===== src/ccrg_params.svh =====
`ifndef CCRG_PARAMS_SVH
`define CCRG_PARAMS_SVH

// divide counter: 0 is the high phase, 2 is the held value
`define CCRG_DIV_HIGH        2'h0
`define CCRG_DIV_LAST        2'h2
`define CCRG_DIV_ONE         2'h1

// host side oscillator half periods in clk_sys cycles
`define CCRG_EFI_HALF        3'h3
`define CCRG_XTAL_HALF       3'h4
`define CCRG_HALF_ONE        3'h1

// align pulse width in external frequency periods, less one
`define CCRG_ALIGN_PERIODS   3'h2

`endif


===== src/ccrg_pkg.sv =====
package ccrg_pkg;

  typedef enum logic {
    CCRG_SRC_XTAL = 1'b0,
    CCRG_SRC_EFI  = 1'b1
  } ccrg_src_e;

  typedef enum logic {
    CCRG_SYNC_TWO = 1'b0,
    CCRG_SYNC_ONE = 1'b1
  } ccrg_sync_e;

  typedef enum logic [1:0] {
    CCRG_ALIGN_IDLE  = 2'b00,
    CCRG_ALIGN_RAISE = 2'b01,
    CCRG_ALIGN_HOLD  = 2'b10,
    CCRG_ALIGN_DROP  = 2'b11
  } ccrg_align_e;

  typedef logic [1:0] ccrg_div_t;
  typedef logic [2:0] ccrg_cnt_t;

endpackage


===== src/ccrg_if.sv =====
`timescale 1ns/1ps
`default_nettype none
interface ccrg_if;
  logic crystal_osc_in;
  logic external_frequency_in;
  logic clock_source_select;
  logic clock_phase_align;
  logic bus_ready_in_1;
  logic bus_ready_in_2;
  logic bus_ready_enable_1;
  logic bus_ready_enable_2;
  logic power_on_clear_in;
  logic sync_select_out;
  logic sync_select_oe;
  wire  ready_sync_depth_select;
  logic crystal_tap_out;
  logic cpu_clk;
  logic peripheral_clk;
  logic ready;
  logic system_reset;

  // internal pull-up on the depth select pin
  assign ready_sync_depth_select = sync_select_oe ? sync_select_out : 1'b1;

  modport device (
    input  crystal_osc_in,
    input  external_frequency_in,
    input  clock_source_select,
    input  clock_phase_align,
    input  bus_ready_in_1,
    input  bus_ready_in_2,
    input  bus_ready_enable_1,
    input  bus_ready_enable_2,
    input  power_on_clear_in,
    input  ready_sync_depth_select,
    output crystal_tap_out,
    output cpu_clk,
    output peripheral_clk,
    output ready,
    output system_reset
  );

  modport host (
    output crystal_osc_in,
    output external_frequency_in,
    output clock_source_select,
    output clock_phase_align,
    output bus_ready_in_1,
    output bus_ready_in_2,
    output bus_ready_enable_1,
    output bus_ready_enable_2,
    output power_on_clear_in,
    output sync_select_out,
    output sync_select_oe,
    input  crystal_tap_out,
    input  cpu_clk,
    input  peripheral_clk,
    input  ready,
    input  system_reset
  );
endinterface
`default_nettype wire


===== src/ccrg_host.sv =====
`timescale 1ns/1ps
`default_nettype none
`include "ccrg_params.svh"
module ccrg_host (
  input  wire logic clk_sys,
  input  wire logic rst,
  ccrg_if.host      pins,
  input  wire logic user_source_efi,
  input  wire logic user_align_req,
  input  wire logic user_channel_2,
  input  wire logic user_bus_ready,
  input  wire logic user_reset_req,
  input  wire logic user_sync_drive,
  input  wire logic user_sync_level,
  output logic      user_align_busy,
  output logic      user_ready,
  output logic      user_system_reset,
  output logic      user_cpu_clk
);
  ccrg_pkg::ccrg_cnt_t   efi_cnt_reg;
  ccrg_pkg::ccrg_cnt_t   xtal_cnt_reg;
  ccrg_pkg::ccrg_cnt_t   hold_cnt_reg;
  logic                  efi_reg;
  logic                  xtal_reg;
  logic                  efi_rise;
  logic                  efi_wrap;
  logic                  xtal_wrap;
  ccrg_pkg::ccrg_align_e state_reg;
  ccrg_pkg::ccrg_align_e state_next;
  logic                  align_reg;
  logic                  src_reg;
  logic                  en1_reg;
  logic                  en2_reg;
  logic                  bus_ready_in_1_reg;
  logic                  bus_ready_in_2_reg;
  logic                  clear_n_reg;
  logic                  sync_oe_reg;
  logic                  sync_out_reg;
  logic                  obs_ready_reg;
  logic                  obs_reset_reg;
  logic                  obs_clk_reg;
  logic                  busy_reg;

  ////////////////////////////////////////////////////////////////////////
  assign efi_wrap  = (efi_cnt_reg == `CCRG_EFI_HALF - `CCRG_HALF_ONE);
  assign xtal_wrap = (xtal_cnt_reg == `CCRG_XTAL_HALF - `CCRG_HALF_ONE);
  assign efi_rise  = efi_wrap & ~efi_reg;

  // align only with external source; RAISE and HOLD advance only with an efi rise
  always_comb begin
    state_next = state_reg;
    unique case (state_reg)
      ccrg_pkg::CCRG_ALIGN_IDLE: begin
        if (user_align_req && src_reg) begin
          state_next = ccrg_pkg::CCRG_ALIGN_RAISE;
        end
      end
      ccrg_pkg::CCRG_ALIGN_RAISE: begin
        if (efi_rise) begin
          state_next = ccrg_pkg::CCRG_ALIGN_HOLD;
        end
      end
      ccrg_pkg::CCRG_ALIGN_HOLD: begin
        if (efi_rise && hold_cnt_reg == `CCRG_ALIGN_PERIODS) begin
          state_next = ccrg_pkg::CCRG_ALIGN_DROP;
        end
      end
      ccrg_pkg::CCRG_ALIGN_DROP: begin
        state_next = ccrg_pkg::CCRG_ALIGN_IDLE;
      end
    endcase
  end

  ////////////////////////////////////////////////////////////////////////
  always_ff @(posedge clk_sys) begin
    if (rst) begin
      efi_cnt_reg  <= 3'h0;
      xtal_cnt_reg <= 3'h0;
      efi_reg      <= 1'b0;
      xtal_reg     <= 1'b0;
    end else begin
      efi_cnt_reg  <= efi_wrap ? 3'h0 : efi_cnt_reg + `CCRG_HALF_ONE;
      xtal_cnt_reg <= xtal_wrap ? 3'h0 : xtal_cnt_reg + `CCRG_HALF_ONE;
      efi_reg      <= efi_wrap ? ~efi_reg : efi_reg;
      xtal_reg     <= xtal_wrap ? ~xtal_reg : xtal_reg;
    end
  end

  always_ff @(posedge clk_sys) begin
    if (rst) begin
      state_reg    <= ccrg_pkg::CCRG_ALIGN_IDLE;
      busy_reg     <= 1'b0;
      hold_cnt_reg <= 3'h0;
      align_reg    <= 1'b0;
      src_reg      <= 1'b0;
    end else begin
      state_reg    <= state_next;
      busy_reg     <= (state_next != ccrg_pkg::CCRG_ALIGN_IDLE);
      hold_cnt_reg <= (state_reg != ccrg_pkg::CCRG_ALIGN_HOLD) ? 3'h0
                    : (efi_rise ? hold_cnt_reg + `CCRG_HALF_ONE : hold_cnt_reg);
      align_reg    <= efi_rise ? (state_reg == ccrg_pkg::CCRG_ALIGN_RAISE ||
                                  (state_reg == ccrg_pkg::CCRG_ALIGN_HOLD &&
                                   hold_cnt_reg != `CCRG_ALIGN_PERIODS)) : align_reg;
      src_reg      <= (state_reg == ccrg_pkg::CCRG_ALIGN_IDLE) ? user_source_efi : src_reg;
    end
  end

  ////////////////////////////////////////////////////////////////////////
  always_ff @(posedge clk_sys) begin
    if (rst) begin
      en1_reg       <= 1'b1;
      en2_reg       <= 1'b1;
      bus_ready_in_1_reg      <= 1'b0;
      bus_ready_in_2_reg      <= 1'b0;
      clear_n_reg   <= 1'b0;
      sync_oe_reg   <= 1'b0;
      sync_out_reg  <= 1'b1;
      obs_ready_reg <= 1'b0;
      obs_reset_reg <= 1'b1;
      obs_clk_reg   <= 1'b1;
    end else begin
      en1_reg       <= user_channel_2;
      en2_reg       <= ~user_channel_2;
      // idle channel shows the inverse, so the enable mask is exercised
      bus_ready_in_1_reg      <= user_bus_ready ^ user_channel_2;
      bus_ready_in_2_reg      <= user_bus_ready ^ ~user_channel_2;
      clear_n_reg   <= ~user_reset_req;
      sync_oe_reg   <= user_sync_drive;
      sync_out_reg  <= user_sync_level;
      obs_ready_reg <= pins.ready;
      obs_reset_reg <= pins.system_reset;
      obs_clk_reg   <= pins.cpu_clk;
    end
  end

  ////////////////////////////////////////////////////////////////////////
  assign pins.crystal_osc_in        = xtal_reg;
  assign pins.external_frequency_in = efi_reg;
  assign pins.clock_source_select   = src_reg;
  assign pins.clock_phase_align     = align_reg;
  assign pins.bus_ready_in_1        = bus_ready_in_1_reg;
  assign pins.bus_ready_in_2        = bus_ready_in_2_reg;
  assign pins.bus_ready_enable_1    = en1_reg;
  assign pins.bus_ready_enable_2    = en2_reg;
  assign pins.power_on_clear_in     = clear_n_reg;
  assign pins.sync_select_oe        = sync_oe_reg;
  assign pins.sync_select_out       = sync_out_reg;
  assign user_align_busy            = busy_reg;
  assign user_ready                 = obs_ready_reg;
  assign user_system_reset          = obs_reset_reg;
  assign user_cpu_clk               = obs_clk_reg;
endmodule
`default_nettype wire


===== src/flat_wrapper.sv =====
// flat-port wrapper written by rule: the top's interface ports become plain ports
module ccrg_host_flat 
  (clk_sys, rst, user_source_efi, user_align_req, user_channel_2, user_bus_ready, user_reset_req, user_sync_drive, user_sync_level, user_align_busy, user_ready, user_system_reset, user_cpu_clk, pins_crystal_osc_in, pins_external_frequency_in, pins_clock_source_select, pins_clock_phase_align, pins_bus_ready_in_1, pins_bus_ready_in_2, pins_bus_ready_enable_1, pins_bus_ready_enable_2, pins_power_on_clear_in, pins_sync_select_out, pins_sync_select_oe, pins_crystal_tap_out, pins_cpu_clk, pins_peripheral_clk, pins_ready, pins_system_reset);
  ccrg_if pins_i ();
  input  wire logic clk_sys;
  input  wire logic rst;
  input  wire logic user_source_efi;
  input  wire logic user_align_req;
  input  wire logic user_channel_2;
  input  wire logic user_bus_ready;
  input  wire logic user_reset_req;
  input  wire logic user_sync_drive;
  input  wire logic user_sync_level;
  output logic user_align_busy;
  output logic user_ready;
  output logic user_system_reset;
  output logic user_cpu_clk;
  output wire logic [$bits(pins_i.crystal_osc_in)-1:0] pins_crystal_osc_in;
  output wire logic [$bits(pins_i.external_frequency_in)-1:0] pins_external_frequency_in;
  output wire logic [$bits(pins_i.clock_source_select)-1:0] pins_clock_source_select;
  output wire logic [$bits(pins_i.clock_phase_align)-1:0] pins_clock_phase_align;
  output wire logic [$bits(pins_i.bus_ready_in_1)-1:0] pins_bus_ready_in_1;
  output wire logic [$bits(pins_i.bus_ready_in_2)-1:0] pins_bus_ready_in_2;
  output wire logic [$bits(pins_i.bus_ready_enable_1)-1:0] pins_bus_ready_enable_1;
  output wire logic [$bits(pins_i.bus_ready_enable_2)-1:0] pins_bus_ready_enable_2;
  output wire logic [$bits(pins_i.power_on_clear_in)-1:0] pins_power_on_clear_in;
  output wire logic [$bits(pins_i.sync_select_out)-1:0] pins_sync_select_out;
  output wire logic [$bits(pins_i.sync_select_oe)-1:0] pins_sync_select_oe;
  input wire logic [$bits(pins_i.crystal_tap_out)-1:0] pins_crystal_tap_out;
  input wire logic [$bits(pins_i.cpu_clk)-1:0] pins_cpu_clk;
  input wire logic [$bits(pins_i.peripheral_clk)-1:0] pins_peripheral_clk;
  input wire logic [$bits(pins_i.ready)-1:0] pins_ready;
  input wire logic [$bits(pins_i.system_reset)-1:0] pins_system_reset;
  assign pins_crystal_osc_in = pins_i.crystal_osc_in;
  assign pins_external_frequency_in = pins_i.external_frequency_in;
  assign pins_clock_source_select = pins_i.clock_source_select;
  assign pins_clock_phase_align = pins_i.clock_phase_align;
  assign pins_bus_ready_in_1 = pins_i.bus_ready_in_1;
  assign pins_bus_ready_in_2 = pins_i.bus_ready_in_2;
  assign pins_bus_ready_enable_1 = pins_i.bus_ready_enable_1;
  assign pins_bus_ready_enable_2 = pins_i.bus_ready_enable_2;
  assign pins_power_on_clear_in = pins_i.power_on_clear_in;
  assign pins_sync_select_out = pins_i.sync_select_out;
  assign pins_sync_select_oe = pins_i.sync_select_oe;
  assign pins_i.crystal_tap_out = pins_crystal_tap_out;
  assign pins_i.cpu_clk = pins_cpu_clk;
  assign pins_i.peripheral_clk = pins_peripheral_clk;
  assign pins_i.ready = pins_ready;
  assign pins_i.system_reset = pins_system_reset;
  ccrg_host u_core (.clk_sys(clk_sys), .rst(rst), .pins(pins_i), .user_source_efi(user_source_efi), .user_align_req(user_align_req), .user_channel_2(user_channel_2), .user_bus_ready(user_bus_ready), .user_reset_req(user_reset_req), .user_sync_drive(user_sync_drive), .user_sync_level(user_sync_level), .user_align_busy(user_align_busy), .user_ready(user_ready), .user_system_reset(user_system_reset), .user_cpu_clk(user_cpu_clk));
endmodule

===== config.mk =====
export PLATFORM = sky130hd
export DESIGN_NAME = ccrg_host_flat
export DESIGN_NICKNAME = d
export VERILOG_FILES = /design/src/ccrg_pkg.sv /design/src/ccrg_if.sv /design/src/ccrg_host.sv /design/src/flat_wrapper.sv
export VERILOG_INCLUDE_DIRS = /design/src
export SDC_FILE = /design/constraint.sdc
export NUM_CORES = 1
export LEC_CHECK = 0
export ABC_CLOCK_PERIOD_IN_PS = 2550
export BUFFER_PORTS_ARGS = -buffer_cell sky130_fd_sc_hd__buf_4
export CAP_MARGIN = 20
export CORE_ASPECT_RATIO = 1.2
export CORE_MARGIN = 10
export CORE_UTILIZATION = 52
export DETAILED_ROUTE_END_ITERATION = 10
export MAX_ROUTING_LAYER = met4
export PLACE_DENSITY = 0.87
export SETUP_SLACK_MARGIN = 0.05
export SLEW_MARGIN = 20
export SYNTH_ARGS = -nofsm -noshare
export SYNTH_HDL_FRONTEND = slang
export SYNTH_SLANG_ARGS = --single-unit
export TNS_END_PERCENT = 30

===== constraint.sdc =====
create_clock -name clk_sys -period 2.55 [get_ports clk_sys]
set_input_delay 0.3825 -clock clk_sys [delete_from_list [all_inputs] [get_ports clk_sys]]
set_output_delay 0.3825 -clock clk_sys [all_outputs]
set_load 0.01 [all_outputs]

==> results.sh <==
export IMPL_core_area_um2=1660
export IMPL_antenna_found_initial=0
export IMPL_start_util_pct=56.2
export IMPL_critPathMaxFanout=8
export IMPL_outcome="finished, final reports clean"
export IMPL_ys_warn_count=0
export IMPL_yosysUniqueCellTypes=23
export IMPL_setup_tns_ns=0
export IMPL_syn_to_final_growth_pct=24.9
export IMPL_chipWidth_um=58.7
export IMPL_ir_drop_uv=385
export IMPL_nets=137
export IMPL_maxCapViolations=0
export IMPL_fin_hold_ws_ns=0.228
export IMPL_synth_fp_nets=108
export IMPL_worstRegToRegCells=5
export IMPL_holdPathStages=2
export IMPL_cts_tree="done"
export IMPL_cts_buffers=3
export IMPL_p_total_mw=0.758
export IMPL_finalCritPeriodShare_pct=52.0
export IMPL_first_pass_iters=4
export IMPL_worst_pin_slew_ns=0.333
export IMPL_finalMaxSlewViolations=0
export IMPL_min_delay_start="user_reset_req"
export IMPL_post_cts_buffers=0
export IMPL_critical_path_class="register to register"
export IMPL_drive_gt1_share_pct=30.4
export IMPL_routabilityCongestion=0.775
export IMPL_fmax_mhz=754
export IMPL_remaining_drc_errors=0
export IMPL_grt_max_degree=25
export IMPL_cts_root_buf="clkbuf_4"
export IMPL_endpoint_kind="register"
export IMPL_synth_top_area_cell="dfxtp_1"
export IMPL_rsz0062_at_grt="false"
export IMPL_final_hold_viol_count=0
export IMPL_synth_top_area_share_pct=55.7
export IMPL_hold_class="input port to register"
export IMPL_hold_buffers=0
export IMPL_clockBufferDepth=2
export IMPL_worstReg2RegStart="u_core.efi_cnt_reg[0]"
export IMPL_viasPerCell=5.00
export IMPL_overflow=0
export IMPL_syn_inst=88
export IMPL_synthesis_area_um2=935
export IMPL_syn_avg_cell_area_um2=10.6
export IMPL_cp_start_kind="register"
export IMPL_die_h_um=66.4
export IMPL_slew_headroom_pct=77.8
export IMPL_io_buffers=26
export IMPL_period_needed_ns=1.33
export IMPL_clock_latency_ns=0.30
export IMPL_cp_required_ns=2.77
export IMPL_final_cell_mix="buf_4, dfxtp_1, nor2_1"
export IMPL_drtAntennaViolNets=0
export IMPL_finalSetupViolCount=0
export IMPL_grt_util_all_layers_pct=9.53
export IMPL_diodes=0
export IMPL_pin_count=29
export IMPL_cp_arrival_ns=1.54
export IMPL_htreeDepth=1
export IMPL_ys_seq_area_share_pct=55.7
export IMPL_drt_iter0_drc=12
export IMPL_r2r_slack_ns=1.22
export IMPL_p_per_area_nw_per_um2=650
export IMPL_grt_pass1_vias=675
export IMPL_hold_end="u_core.pins.power_on_clear_in"
export IMPL_p_leak_nw=0.499
export IMPL_synth_seq_cells=26
export IMPL_yosys_top_cells_area="dfxtp_1, ha_1, nor2_1, xnor2_1, nor2b_1"
export IMPL_timing_rr_end="u_core.pins.clock_phase_align"
export IMPL_clock_sinks=26
export IMPL_fin_skew_ns=0.00240
export IMPL_grt_pass1_wl_mm=2.94
export IMPL_routedWlPerCell_um=12.7
export IMPL_path_clk_slew_ns=0.12
export IMPL_vias=665
export IMPL_num_rows=16
export IMPL_routed_wl_mm=1.69
export IMPL_dieArea_um2=3900
export IMPL_dp_final_hpwl_mm=1.36
export IMPL_ctsResizeCount=0
## critical path: stages (launching register included)
cell      delay (ns)
dfxtp_1         0.35
inv_1           0.06
ha_1            0.19
nor3b_4         0.35
nor2_1          0.07
a211oi_1        0.22
## worst max-delay path by stage
stage / startpoint / to / slack (ns)
3_3_place_gp: u_core.efi_cnt_reg[0] / u_core.state_reg[0] / 1.28
3_5_place_dp: u_core.efi_cnt_reg[0] / u_core.pins.clock_phase_align / 1.23
5_1_grt: u_core.efi_cnt_reg[0] / u_core.pins.clock_phase_align / 1.04
2_1_floorplan: u_core.efi_cnt_reg[0] / u_core.state_reg[0] / 1.38
4_1_cts: u_core.efi_cnt_reg[0] / u_core.pins.clock_phase_align / 1.20
6_report: u_core.efi_cnt_reg[0] / u_core.pins.clock_phase_align / 1.22
## report_power, final
group | internal, mW | switching (mW) | leakage, nW
Clock | 0.0550 | 0.102 | 0.0138
Combinational | 0.0765 | 0.0612 | 0.271
Sequential | 0.441 | 0.0230 | 0.214
## logic make-up after synthesis
logic type / share of synthesized area (%)
AO/OA/AOI/OAI: 6.02
flip-flops: 55.7
XOR/XNOR: 4.69
buffers and inverters: 2.01
AND/OR/NAND/NOR: 22.5
adder cells (fa/ha/maj): 8.03
multiplexers: 1.07
## Yosys cell counts, drive strengths merged
master / n
nor3: 4
o21ai: 1
nor2: 12
a31oi: 1
clkbuf: 2
xor2: 1
and2b: 1
nand2: 1
nand4b: 1
ha: 6
mux2i: 1
xnor2: 4
nand3: 1
nor3b: 2
a21oi: 3
inv: 3
and4bb: 1
nor2b: 5
dfxtp: 26
a211oi: 4
or2: 4
nand2b: 4
## stage by stage
step           area (um2)  setup WS, ns  instances  utilization [%]
2_1_floorplan         935          1.38         88                -
3_3_place_gp         1140          1.28        130             68.9
3_5_place_dp         1140          1.23        130             68.9
4_1_cts              1170          1.20        133             70.3
5_1_grt              1170          1.04        133             70.3
6_report             1170          1.22        133             70.3
## metal layers
layer | share of wire, % | track usage (%) | vias to the layer above
met5 | 0 | - | -
met4 | 0.83 | 4.31 | 0
met3 | 8.1 | 3.85 | 2
met2 | 48 | 15.7 | 16
met1 | 43 | 9.68 | 300
li1 | - | - | 347
## cell type report
| class | instances | area, um2 |
|---|---|---|
| Sequential cell | 26 | 520 |
| Multi-Input combinational cell | 57 | 395 |
| Fill cell | 140 | 494 |
| Clock buffer | 3 | 22.5 |
| Timing Repair Buffer | 26 | 195 |
| Inverter | 3 | 11.3 |
| Tap cell | 18 | 22.5 |
(Power assumes the default switching activity.)
